$ cat src/rtl/ccr_pkg.sv
// Purpose: Shared constants and types for the comparator control register block
// Assumes: Core special-function bus with 8-bit address, page and data, one clock
// Notes: Every offset, field position and reset value is named once here
package ccr_pkg;

  // Special-function address and the pages on which the register is visible
  localparam logic [7:0] CCR_ADDR_CONTROL = 8'hbf;
  localparam logic [7:0] CCR_PAGE_LOW = 8'h00;
  localparam logic [7:0] CCR_PAGE_HIGH = 8'h30;

  // Field positions inside comparator1_control_zero
  localparam int CCR_BIT_ON = 7;
  localparam int CCR_BIT_RESULT = 6;
  localparam int CCR_BIT_RISE = 5;
  localparam int CCR_BIT_FALL = 4;
  localparam int CCR_UPPER_HI = 3;
  localparam int CCR_UPPER_LO = 2;
  localparam int CCR_LOWER_HI = 1;
  localparam int CCR_LOWER_LO = 0;

  // Reset values
  localparam logic CCR_RST_ON = 1'b0;
  localparam logic CCR_RST_RESULT = 1'b0;
  localparam logic CCR_RST_RISE = 1'b0;
  localparam logic CCR_RST_FALL = 1'b0;
  localparam logic [1:0] CCR_RST_HYST = 2'h0;
  localparam logic [7:0] CCR_RST_RDATA = 8'h00;

  // Hysteresis codes
  localparam logic [1:0] CCR_HYST_OFF = 2'h0;
  localparam logic [1:0] CCR_HYST_LEVEL1 = 2'h1;
  localparam logic [1:0] CCR_HYST_LEVEL2 = 2'h2;
  localparam logic [1:0] CCR_HYST_MAX = 2'h3;

  // Synchroniser depth for the asynchronous comparator output
  localparam int CCR_SYNC_STAGES = 2;

  // One access from the core on the special-function bus
  typedef struct packed {
    logic [7:0] addr;
    logic [7:0] page;
    logic wr;
    logic rd;
    logic [7:0] wdata;
  } ccr_sfr_req_t;

  // Answer to the core
  typedef struct packed {
    logic hit;
    logic [7:0] rdata;
  } ccr_sfr_rsp_t;

  // Settings that steer the analog comparator
  typedef struct packed {
    logic comparator_on;
    logic [1:0] upper_hysteresis_sel;
    logic [1:0] lower_hysteresis_sel;
  } ccr_analog_ctl_t;

endpackage : ccr_pkg

$ cat src/rtl/ccr_sync.sv
// Purpose: Two-flop synchroniser for the asynchronous comparator decision
// Assumes: Input changes slowly compared with the clock
// Notes: First stage is read only by the second stage
`timescale 1ns/100ps
`default_nettype none
module ccr_sync
  import ccr_pkg::*;
#(
  parameter int STAGES = CCR_SYNC_STAGES
) (
  input wire logic clock,
  input wire logic rstn,
  input wire logic async_in,
  output logic sync_out
);

  logic [STAGES-1:0] stage_reg;
  logic [STAGES-1:0] stage_next;

  always_comb begin
    stage_next = {stage_reg[STAGES-2:0], async_in};
  end

  always_ff @(posedge clock or negedge rstn) begin
    if (!rstn) begin
      stage_reg <= '0;
    end else begin
      stage_reg <= stage_next;
    end
  end

  assign sync_out = stage_reg[STAGES-1];

endmodule : ccr_sync
`default_nettype wire

$ cat src/rtl/ccr_control.sv
// Purpose: Control and status register of the second analog comparator
// Assumes: Core bus on the system clock; comparator decision arrives asynchronously
// Notes: Read data are registered and appear one cycle after the read strobe
`timescale 1ns/100ps
`default_nettype none

module ccr_control
  import ccr_pkg::*;
(
  input wire logic clock,
  input wire logic rstn,
  input wire ccr_sfr_req_t sfr_req,
  output ccr_sfr_rsp_t sfr_rsp,
  input wire logic positive_above_negative,
  output ccr_analog_ctl_t analog_ctl,
  output logic rise_seen_flag,
  output logic fall_seen_flag,
  output logic compare_result
);

  // Address decode
  logic sel;
  logic wr_hit;
  logic rd_hit;

  always_comb begin
    sel = (sfr_req.addr == CCR_ADDR_CONTROL) &&
          ((sfr_req.page == CCR_PAGE_LOW) || (sfr_req.page == CCR_PAGE_HIGH));
    wr_hit = sel && sfr_req.wr;
    rd_hit = sel && sfr_req.rd;
  end

  // Synchronised comparator decision
  logic decision_sync;

  ccr_sync #(
    .STAGES(CCR_SYNC_STAGES)
  ) u_sync (
    .clock(clock),
    .rstn(rstn),
    .async_in(positive_above_negative),
    .sync_out(decision_sync)
  );

  // Control fields written by software
  logic on_reg;
  logic on_next;
  logic [1:0] upper_reg;
  logic [1:0] upper_next;
  logic [1:0] lower_reg;
  logic [1:0] lower_next;

  always_comb begin
    on_next = on_reg;
    upper_next = upper_reg;
    lower_next = lower_reg;
    if (wr_hit) begin
      on_next = sfr_req.wdata[CCR_BIT_ON];
      upper_next = sfr_req.wdata[CCR_UPPER_HI:CCR_UPPER_LO];
      lower_next = sfr_req.wdata[CCR_LOWER_HI:CCR_LOWER_LO];
    end
  end

  always_ff @(posedge clock or negedge rstn) begin
    if (!rstn) begin
      on_reg <= CCR_RST_ON;
      upper_reg <= CCR_RST_HYST;
      lower_reg <= CCR_RST_HYST;
    end else begin
      on_reg <= on_next;
      upper_reg <= upper_next;
      lower_reg <= lower_next;
    end
  end

  // Result tracking
  // A disabled comparator gives no valid decision, so the result reads zero
  logic result_reg;
  logic result_next;
  logic armed_reg;
  logic armed_next;

  always_comb begin
    result_next = on_reg ? decision_sync : CCR_RST_RESULT;
    // Edges only count once a valid result has been sampled while enabled
    armed_next = on_reg;
  end

  always_ff @(posedge clock or negedge rstn) begin
    if (!rstn) begin
      result_reg <= CCR_RST_RESULT;
      armed_reg <= 1'b0;
    end else begin
      result_reg <= result_next;
      armed_reg <= armed_next;
    end
  end

  // Edge events
  logic rise_event;
  logic fall_event;

  always_comb begin
    rise_event = armed_reg && on_reg && !result_reg && result_next;
    fall_event = armed_reg && on_reg && result_reg && !result_next;
  end

  // Sticky event flags
  // Hardware never clears them; a set in the cycle of a clearing write wins
  logic rise_reg;
  logic rise_next;
  logic fall_reg;
  logic fall_next;

  always_comb begin
    rise_next = rise_reg;
    fall_next = fall_reg;
    if (wr_hit) begin
      rise_next = sfr_req.wdata[CCR_BIT_RISE];
      fall_next = sfr_req.wdata[CCR_BIT_FALL];
    end
    if (rise_event) begin
      rise_next = 1'b1;
    end
    if (fall_event) begin
      fall_next = 1'b1;
    end
  end

  always_ff @(posedge clock or negedge rstn) begin
    if (!rstn) begin
      rise_reg <= CCR_RST_RISE;
      fall_reg <= CCR_RST_FALL;
    end else begin
      rise_reg <= rise_next;
      fall_reg <= fall_next;
    end
  end

  // Register image as software sees it
  logic [7:0] image;

  always_comb begin
    image = 8'h00;
    image[CCR_BIT_ON] = on_reg;
    image[CCR_BIT_RESULT] = result_reg;
    image[CCR_BIT_RISE] = rise_reg;
    image[CCR_BIT_FALL] = fall_reg;
    image[CCR_UPPER_HI:CCR_UPPER_LO] = upper_reg;
    image[CCR_LOWER_HI:CCR_LOWER_LO] = lower_reg;
  end

  // Read path
  // Read data are held between reads so a slow core may sample late
  logic hit_reg;
  logic hit_next;
  logic [7:0] rdata_reg;
  logic [7:0] rdata_next;

  always_comb begin
    hit_next = rd_hit;
    rdata_next = rdata_reg;
    if (rd_hit) begin
      rdata_next = image;
    end
  end

  always_ff @(posedge clock or negedge rstn) begin
    if (!rstn) begin
      hit_reg <= 1'b0;
      rdata_reg <= CCR_RST_RDATA;
    end else begin
      hit_reg <= hit_next;
      rdata_reg <= rdata_next;
    end
  end

  // Outputs, all straight from flip-flops
  always_comb begin
    sfr_rsp.hit = hit_reg;
    sfr_rsp.rdata = rdata_reg;
    analog_ctl.comparator_on = on_reg;
    analog_ctl.upper_hysteresis_sel = upper_reg;
    analog_ctl.lower_hysteresis_sel = lower_reg;
    rise_seen_flag = rise_reg;
    fall_seen_flag = fall_reg;
    compare_result = result_reg;
  end

endmodule : ccr_control
`default_nettype wire

$ cat config.mk
export PLATFORM = sky130hd
export DESIGN_NAME = ccr_control
export DESIGN_NICKNAME = d
export VERILOG_FILES = /design/src/rtl/ccr_pkg.sv /design/src/rtl/ccr_sync.sv /design/src/rtl/ccr_control.sv
export SDC_FILE = /design/constraint.sdc
export NUM_CORES = 1
export LEC_CHECK = 0
export BUFFER_PORTS_ARGS = -buffer_cell sky130_fd_sc_hd__buf_2
export CORE_UTILIZATION = 47
export CTS_CLUSTER_SIZE = 20
export DETAILED_ROUTE_END_ITERATION = 6
export PLACE_DENSITY = 0.94
export SETUP_SLACK_MARGIN = 0.3
export SLEW_MARGIN = 20
export SYNTH_ARGS = -nofsm -noshare
export SYNTH_HDL_FRONTEND = slang
export SYNTH_SLANG_ARGS = --single-unit
$ cat constraint.sdc
create_clock -name clock -period 1.51 [get_ports clock]
set_input_delay 0.453 -clock clock [delete_from_list [all_inputs] [get_ports clock]]
set_output_delay 0.453 -clock clock [all_outputs]
set_load 0.01 [all_outputs]
# Yosys cells after proc, flatten, opt, wreduce, memory -nomap -nowiden

Cells that the tools add are included.

Memories: 0
Latch bits: 0
Bits in writable memories: 0
ROM bits: 0
Register bits: 20
Input bits: 29

Muxes and demuxes: 5
Shift operators: 0
$mul: 0
Div/mod/pow operators: 0
Reduce and logical (&&, ||, !) cells: 14
Bitwise operators: 0
Add/sub/neg operators: 0
Equality and inequality tests: 2
$lt $le $gt $ge: 0

Operators by type and width:

| cell               | number |
|---|---|
| $eq 8x6->1 const B | 1 |
| $eq 8x8->1 const B | 1 |
| $logic_and 1x1->1  | 8 |
| $logic_not 8->1    | 1 |
| $mux 1             | 5 |
| $reduce_bool 2->1  | 2 |
| $logic_not 1->1    | 2 |
| $logic_or 1x1->1   | 1 |

# Depth between registers and ports, before layout

Gate-level depths: netlist of the first run.

Depth after elaboration: 6
Depth in mapped cells: 5
Mapped depth without buffers: 4

# Hierarchy

From an unflattened synthesis of the first run, not the netlist that was laid out.

Cells, all modules: 58
Area total of the unflattened synthesis: 898.4 um2

Modules (own cells, without submodules):

| module      | cells an instance | times used | area an instance (um2) | sequential area each (um2) |
|---|---|---|---|---|
| ccr_control | 56                | 1          | 848.3                  | 450.4 |
| ccr_sync    | 2                 | 1          | 50.0                   | 50.0 |

# Worst setup path before layout of the first run

OpenSTA, ideal clock, no wires.

Path type: input port to flip-flop
Start point: input sfr_req[11] (netlist name)
End point: register rdata_reg[0]
Data required time: 1.385 ns
Setup time: 0.125 ns
Path slack: -0.443 ns
Stages: 5
Data arrival time: 1.828 ns
Buffers on the path: 1
Path through: or4b_1 -> nor4_2 -> and3_1 -> buf_6 -> mux2_4

Cells in the longest elaborated chain, start to end: 4
Elaborated cells between the ends (all ways): 5

RTL lines:

| element                                       | RTL line           | RTL |
|---|---|---|
| start: declaration                            | ccr_control.sv:12  | `input wire ccr_sfr_req_t sfr_req,` |
| $eq 8x6->1 or $logic_not 8->1 (tied branches) | ccr_control.sv:28  | `((sfr_req.page == CCR_PAGE_LOW) \|\| (sfr_req.page == CCR_PAGE_HIGH));` |
| $logic_or 1x1->1 (*)                          | ccr_control.sv:28  |  |
| $logic_and 1x1->1 (*)                         | ccr_control.sv:27  | `sel = (sfr_req.addr == CCR_ADDR_CONTROL) &&` |
| $logic_and 1x1->1 (*)                         | ccr_control.sv:30  | `rd_hit = sel && sfr_req.rd;` |
| end signal: assignment                        | ccr_control.sv:174 | `rdata_reg <= rdata_next;` |
| end: declaration                              | ccr_control.sv:157 | `logic [7:0] rdata_reg;` |

Mark *: on every way between the ends. The rest lies on a longest branch, timed or not.
A chain may end at the register's enable or synchronous reset.

# Worst setup path in the final report of the first run

Start point: input sfr_req[11] (netlist name)
End point: register rdata_reg[5]

The elaborated chain is that of the path after synthesis.

==> impl_metrics.ini, run 1 <==
[global_route]
grt_pass1_vias = 775
grt_overflow_total = 0
grt_max_degree = 21
antenna_found_initial = 0
grt_pass1_wl_um = 3180
grt.total_usage = 0.219

[cells_and_area]
largest_reg_flops = 8
fillCellCount = 118
nets = 158
antennaDiodeCount = 0
final_util = 0.789
area_delta_synth_final_pct = 54.9
final_cell_mix = buf_2, buf_4, dfrtp_1, mux2_4, a41oi_1
drive_above_1_share = 0.701
layout_commonest_cell = buf_2

[synthesis]
yosys.area.top_type_share = 0.557
yosys.area.top_type = dfrtp_1
syn_area_um2 = 898
yosysWarnings = 0
synth.area.top_cells = dfrtp_1, mux2_4, a41oi_1, buf_6, mux2i_1
yosysUniqueCellTypes = 19
synth_seq_cells = 20
syn_area_per_cell_um2 = 15.5
syn-instance-count = 58
synth_fp_nets = 87
seq_area_frac_synth = 0.557

[timing]
fin_skew_ns = 0.000494
rsz0062_at_grt = true
finalCriticalPeriod_ns = 1.72
worst_slew_pin_slew_ns = 0.439
hold_viol_final = 0
setup_viol = 15
slew_headroom = 0.707
max_freq_mhz = 580
worst_slack_ns = -0.214
period_share = 1.14
maxSlewViolCount = 0

[cts]
clockBufferDepth = 2
clk-insertion-delay-late_ns = 0.30
cts_tree = done
cts.sinks = 20
cts_max_level = 1
cts_made_buffers = 3
cts.reportedPaths.clkPinSlew_ns = 0.10
clockRootBuffer = clkbuf_4

[route]
firstDrtPassIters = 4
first_iter_violations = 11
drc = 0
ant_nets = 0
wirelength_um = 2470
vias_per_cell = 5.16
drt-wirelength-per-cell_um = 16.3
via_count = 784

[die]
start_util = 0.509
std_cell_rows = 15
die_area_um2 = 2090
die_w_um = 45.7
io_pins = 46
die_h_um = 45.7
core_um2 = 1760

[hold_path]
min_path_type = primary input to async pin

[critical_path]
crit_fanout = 8
cp.arrival_ns = 1.92
critPathRequiredTime_ns = 1.70
worstSetupStartpointType = primary input
end_kind = flop
worstSetupPathType = primary input to flop

[place]
gp_congestion = 0.750
io_buffer_count = 44
place_ws_ns = -0.564
dp_hpwl_um = 1410

[status]
status = finished with violations
violations = negative setup slack

[pwr]
ir_drop_v = 0.000520
powerDensity_nw_per_um2 = 617
p_leak_nw = 0.753

[job]
maxCapViolations = 0
[metal layers]
metal  vias to the layer above  part of all wire  GRT usage
met1                       379              0.37      0.225
met3                         6             0.092     0.0476
met2                        47              0.52      0.431
li1                        352                 -          -
met4                         0             0.018     0.0647
met5                         -                 0          0
[area by class of cell]
type / count / area (µm²) / share of cell area
timing repair buffer: 70 / 459 / 0.330
sequential: 20 / 500 / 0.360
clock buffer: 3 / 22.5 / 0.0162
inverter: 2 / 7.51 / 0.00540
tap: 25 / 31.3 / 0.0225
multi-input combinational: 32 / 370 / 0.266
[worst paths after layout]
kind | start | endpoint | slack (ns) | cells past startpoint
min | rstn | rdata_reg[4]$_DFFE_PN0P_ | 0.08 | 1
max in group asynchronous | rstn | rise_seen_flag$_DFFE_PN0P_ | 1.13 | 1
min reg2reg | u_sync.stage_reg[0]$_DFF_PN0_ | u_sync.stage_reg[1]$_DFF_PN0_ | 0.38 | 0
max reg2reg | compare_result$_DFF_PN0_ | rise_seen_flag$_DFFE_PN0P_ | 0.34 | 5
min in group clock | positive_above_negative | u_sync.stage_reg[0]$_DFF_PN0_ | 0.25 | 1
max | sfr_req[11] | rdata_reg[5]$_DFFE_PN0P_ | -0.21 | 6
[synth_stat cells]
cell type   n
mux2_4     13
xnor2_1     1
nor4_2      1
and3_1      2
inv_1       2
buf_6       2
nand4b_1    1
buf_4       2
mux2i_1     2
nor3_1      1
and4_1      1
nand4bb_1   1
nand2b_1    1
nand4_1     1
and2_1      1
nor4_1      1
or4b_1      1
dfrtp_1    20
a41oi_1     4
[worst max-delay path, cell delays in order]
cell and delay (ns):
buf_6 0.09, or4b_4 0.54, nor4_4 0.16, and3_4 0.23, buf_12 0.13, mux2_4 0.31
[what timing repair did]
action / 4_1_cts / 5_1_grt
cloned: 0 / 0
resized for setup: 4 / 2
setup buffers: 14 / 7
hold buffers: 0 / 0
endpoints found under the setup margin: 32 / 32
[power by group]
group | switching [mW] | internal (mW)
Combinational | 0.0319 | 0.0379
Sequential | 0.00221 | 0.538
Clock | 0.156 | 0.0931
[per-stage QoR]
| step | hold WS [ns] | std cells | total power, mW | TNS [ns] | area, µm² |
|---|---|---|---|---|---|
| 2_1_floorplan | 0.157 | 58 | 0.562 | -5.02 | 898 |
| 3_3_place_gp | 0.336 | 128 | 0.611 | -7.64 | 1170 |
| 3_5_place_dp | 0.346 | 128 | 0.616 | -8.15 | 1170 |
| 4_1_cts | 0.0861 | 145 | 0.858 | -2.74 | 1330 |
| 5_1_grt | 0.107 | 152 | 0.894 | -3.29 | 1390 |
| 6_report | 0.0788 | 152 | 0.859 | -3.06 | 1390 |
[logic make-up (layout without fill, tap and decap cells)]
group	after synthesis	count (layout)	synth area share
multiplexers	15	15	0.240
buffers and inverters	6	75	0.0501
AND/OR/NAND/NOR	12	12	0.104
flip-flops	20	20	0.557
AO/OA/AOI/OAI	4	4	0.0390
XOR/XNOR	1	1	0.00975
Note: power is estimated with default switching activity, not from simulation.
==> run 2, diff against run 1 <==
==> constraint.sdc (replaced) <==
create_clock -name clock -period 1.51 [get_ports clock]
set_input_delay 0 -clock clock [delete_from_list [all_inputs] [get_ports clock]]
set_output_delay 0 -clock clock [all_outputs]
set_load 0.01 [all_outputs]
==> impl_metrics.ini, run 2 (same netlist as run 1, synthesis figures left out) <==
[status]
status = finished, final reports clean

[cells_and_area]
seq_area_um2 = 500
largest_reg_flops = 8
final_cell_mix = buf_2, dfrtp_1, mux2_4, dlygate4sd3_1, a41oi_1
nets = 146
layout_commonest_cell = buf_2
fillCellCount = 136
drive_above_1_share = 0.586
area_delta_synth_final_pct = 48.9
antennaDiodeCount = 0
multi_input_area_um2 = 370

[timing]
period_share = 0.839
tns_ns = 0
setup_viol = 0
worst_slack_ns = 0.244
slew_headroom = 0.705
rsz0062_at_grt = true
finalCriticalPeriod_ns = 1.27
worst_slew_pin_slew_ns = 0.443
hold_viol_final = 0
maxSlewViolCount = 0
fin_skew_ns = 0.00213
max_freq_mhz = 790

[route]
ant_nets = 0
wirelength_um = 1940
firstDrtPassIters = 4
via_count = 725
drc = 0
first_iter_violations = 9
drt-wirelength-per-cell_um = 13.7
vias_per_cell = 5.14

[critical_path]
crit_fanout = 8
end_kind = flop
critPathRequiredTime_ns = 1.70
worstSetupStartpointType = primary input
cp.arrival_ns = 1.45
worstSetupPathType = primary input to flop

[cts]
clockBufferDepth = 2
cts_tree = done
cts_max_level = 1
cts.sinks = 20
cts.reportedPaths.clkPinSlew_ns = 0.10
cts_made_buffers = 3
clockRootBuffer = clkbuf_4
clk-insertion-delay-late_ns = 0.29

[hold_path]
min_path_type = primary input to flop

[die]
std_cell_rows = 15
start_util = 0.509
die_area_um2 = 2090
core_um2 = 1760
die_h_um = 45.7
die_w_um = 45.7
io_pins = 46

[pwr]
pwr-share-seq = 0.581
powerDensity_nw_per_um2 = 695
p_switching_mw = 0.190
switching_share = 0.205
ir_drop_v = 0.000649
cell_internal_pwr_mw = 0.739
clkPwrFrac = 0.324
combPwrFrac = 0.095
p_leak_nw = 0.688

[job]
maxCapViolations = 0

[place]
io_buffer_count = 44
place_ws_ns = -0.0905
gp_congestion = 0.751
dp_hpwl_um = 1370

[global_route]
grt_pass1_wl_um = 3140
grt.total_usage = 0.214
grt_pass1_vias = 746
grt_max_degree = 21
grt_overflow_total = 0
antenna_found_initial = 0
## run 2: final timing paths
path | start | end | slack (ns) | cells past startpoint
min in group asynchronous | rstn | fall_seen_flag$_DFFE_PN0P_ | 0.17 | 2
min reg2reg | u_sync.stage_reg[0]$_DFF_PN0_ | u_sync.stage_reg[1]$_DFF_PN0_ | 0.37 | 0
max in group asynchronous | rstn | hit_reg$_DFF_PN0_ | 1.03 | 2
max | sfr_req[11] | rdata_reg[0]$_DFFE_PN0P_ | 0.24 | 6
max reg2reg | compare_result$_DFF_PN0_ | rise_seen_flag$_DFFE_PN0P_ | 0.55 | 3
min | sfr_req[13] | hit_reg$_DFF_PN0_ | 0.03 | 3
## run 2: final cells by class
class / count / share of cell area
flip-flops and latches: 20 / 0.374
repair buffers: 58 / 0.293
multi-input cells: 32 / 0.277
clock buffers: 4 / 0.0271
well taps: 25 / 0.0234
inverters: 2 / 0.00561
## run 2: routing by layer
| layer | wire [µm] | part of all wire | track usage |
|---|---|---|---|
| met1 | 749 | 0.39 | 0.239 |
| met2 | 1040 | 0.54 | 0.389 |
| met3 | 144 | 0.074 | 0.0794 |
| met4 | 0 | 0 | 0.0412 |
| met5 | 0 | 0 | 0 |
## run 2: repair_timing
item	in CTS	in global routing
pin swaps	1	0
endpoints found under the hold margin	29	0
setup endpoints to repair	15	15
hold buffers	10	0
setup buffers	1	0
resized for setup	3	3
## run 2: metrics by stage
stage | util | power [mW] | std cells | hold WS [ns] | instance area [µm²]
6_report | 0.758 | 0.930 | 141 | 0.0331 | 1340
2_1_floorplan | - | 0.562 | 58 | -0.296 | 898
3_5_place_dp | 0.657 | 0.611 | 126 | -0.0399 | 1160
4_1_cts | 0.748 | 0.934 | 141 | 0.0198 | 1320
5_1_grt | 0.758 | 0.964 | 141 | 0.0276 | 1340
3_3_place_gp | 0.657 | 0.607 | 126 | -0.0466 | 1160
## run 2: power groups by stage
| stage | combinational (mW) | sequential, mW | clock, mW |
|---|---|---|---|
| 2_1_floorplan | 0.0117 | 0.550 | 0 |
| 6_report | 0.0883 | 0.540 | 0.301 |
| 5_1_grt | 0.0975 | 0.541 | 0.325 |
| 3_3_place_gp | 0.0570 | 0.550 | 0 |
| 4_1_cts | 0.0853 | 0.540 | 0.309 |
| 3_5_place_dp | 0.0606 | 0.551 | 0 |
## run 2: critical path, stage by stage
cell	delay [ns]
buf_6	0.09
or4b_4	0.54
nor4_4	0.16
and3_4	0.23
buf_12	0.13
mux2_4	0.30
==> run 3, diff against run 2 <==
CORE_UTILIZATION = 39   (was 47)
PLACE_DENSITY = 0.85   (was 0.94)
clock period = 1.15 ns   (was 1.51 ns; I/O delays follow)
==> impl_metrics.ini, run 3 (same netlist as run 1, synthesis figures left out) <==
[status]
status = finished with violations
violations = negative setup slack

[cts]
clockRootBuffer = clkbuf_4
clockBufferDepth = 2
cts_tree = done
cts_max_level = 1
cts_made_buffers = 3
cts.sinks = 20
cts.reportedPaths.clkPinSlew_ns = 0.10
clk-insertion-delay-late_ns = 0.27

[route]
drt-wirelength-per-cell_um = 12.7
drc = 0
via_count = 706
firstDrtPassIters = 4
ant_nets = 0
vias_per_cell = 4.90
wirelength_um = 1820
first_iter_violations = 4

[job]
maxCapViolations = 0

[cells_and_area]
fillCellCount = 170
final_util = 0.607
antennaDiodeCount = 0
final_cell_mix = buf_2, dfrtp_1, mux2_4, dlygate4sd3_1
nets = 147
drive_above_1_share = 0.621
largest_reg_flops = 8
layout_commonest_cell = buf_2
area_delta_synth_final_pct = 47.9

[hold_path]
hp-start = sfr_req[5]
min_path_type = primary input to flop

[place]
io_buffer_count = 44
place_ws_ns = -0.472
dp_hpwl_um = 1450
gp_congestion = 0.733

[pwr]
powerDensity_nw_per_um2 = 837
p_leak_nw = 0.681
ir_drop_v = 0.000432
power_mw = 1.11

[global_route]
grt_pass1_vias = 765
grt_overflow_total = 0
grt.total_usage = 0.170
grt_pass1_wl_um = 3240
grt_max_degree = 21
antenna_found_initial = 0

[timing]
setup_viol = 15
period_share = 1.11
slew_headroom = 0.723
finalCriticalPeriod_ns = 1.28
worst_slack_ns = -0.128
fin_hold_ws_ns = 0.0314
maxSlewViolCount = 0
max_freq_mhz = 782
hold_viol_final = 0
rsz0062_at_grt = true
fin_skew_ns = 0.00406
worst_slew_pin_slew_ns = 0.416

[critical_path]
worstSetupStartpointType = primary input
critical-path-slowest-cell = or4b_4
r2r-start = compare_result$_DFF_PN0_
critical_path.cell_chain = buf_6 > or4b_4 > nor4_4 > and3_4 > buf_12 > mux2_4
end_kind = flop
crit_fanout = 8
cp-startpoint = sfr_req[11]
slowest_delay_ns = 0.54
worstSetupPathType = primary input to flop
critPathRequiredTime_ns = 1.32
cp.arrival_ns = 1.44

[die]
start_util = 0.410
std_cell_rows = 17
die_w_um = 50.0
die_area_um2 = 2500
core_um2 = 2190
die_h_um = 50.0
io_pins = 46
run 3: critical path, delay by kind of cell:
kind,cells,cell delay [ns]
and+or+nand+nor,3,0.93
buffers and inverters,2,0.22
muxes,1,0.29
run 3: layout make-up:
cell class                 instances  area, µm²  area share
clock buffer                       3       22.5      0.0169
inverter                           2       7.51     0.00565
multi-input combinational         32        378       0.284
sequential                        20        502       0.378
tap                               28       35.0      0.0264
timing repair buffer              59        384       0.289
run 3: path summary, 6_finish.rpt:
kind | end | slack, ns | cells past startpoint
worst max register to register | rise_seen_flag$_DFFE_PN0P_ | 0.21 | 3
worst min register to register | u_sync.stage_reg[1]$_DFF_PN0_ | 0.37 | 0
worst min-delay path | rise_seen_flag$_DFFE_PN0P_ | 0.03 | 3
min in group asynchronous | rdata_reg[6]$_DFFE_PN0P_ | 0.18 | 2
worst max-delay path | rdata_reg[2]$_DFFE_PN0P_ | -0.13 | 6
max in group asynchronous | armed_next$_DFFE_PN0P_ | 0.66 | 2
run 3: timing repair:
action | CTS | global route
buffers inserted | 1 | 0
hold buffers | 9 | 0
resized for setup | 7 | 2
pin swaps | 0 | 2
cloned | 0 | 0
setup endpoints to repair | 19 | 30
hold endpoints to repair | 28 | 0
run 3: through the flow:
stage | setup TNS (ns) | cells | instance area, µm²
after floorplan | -3.63 | 58 | 898
after CTS | -1.70 | 144 | 1320
after global routing | -1.81 | 144 | 1330
after global placement | -6.24 | 131 | 1170
final | -1.70 | 144 | 1330
after detailed placement | -6.80 | 131 | 1170
run 3: layer usage:
metal	wire (µm)	GRT usage	part of all wire	vias to the layer above
met1	715	0.197	0.39	338
met3	83	0.0185	0.046	2
met2	1010	0.324	0.55	34
met5	0	0	0	-
li1	-	-	-	332
met4	17	0.0429	0.0093	0
run 3: power by group:
group,switching (mW),total [mW],internal [mW]
sequential,0.00263,0.709,0.707
clock,0.171,0.292,0.121
combinational,0.0444,0.112,0.0672
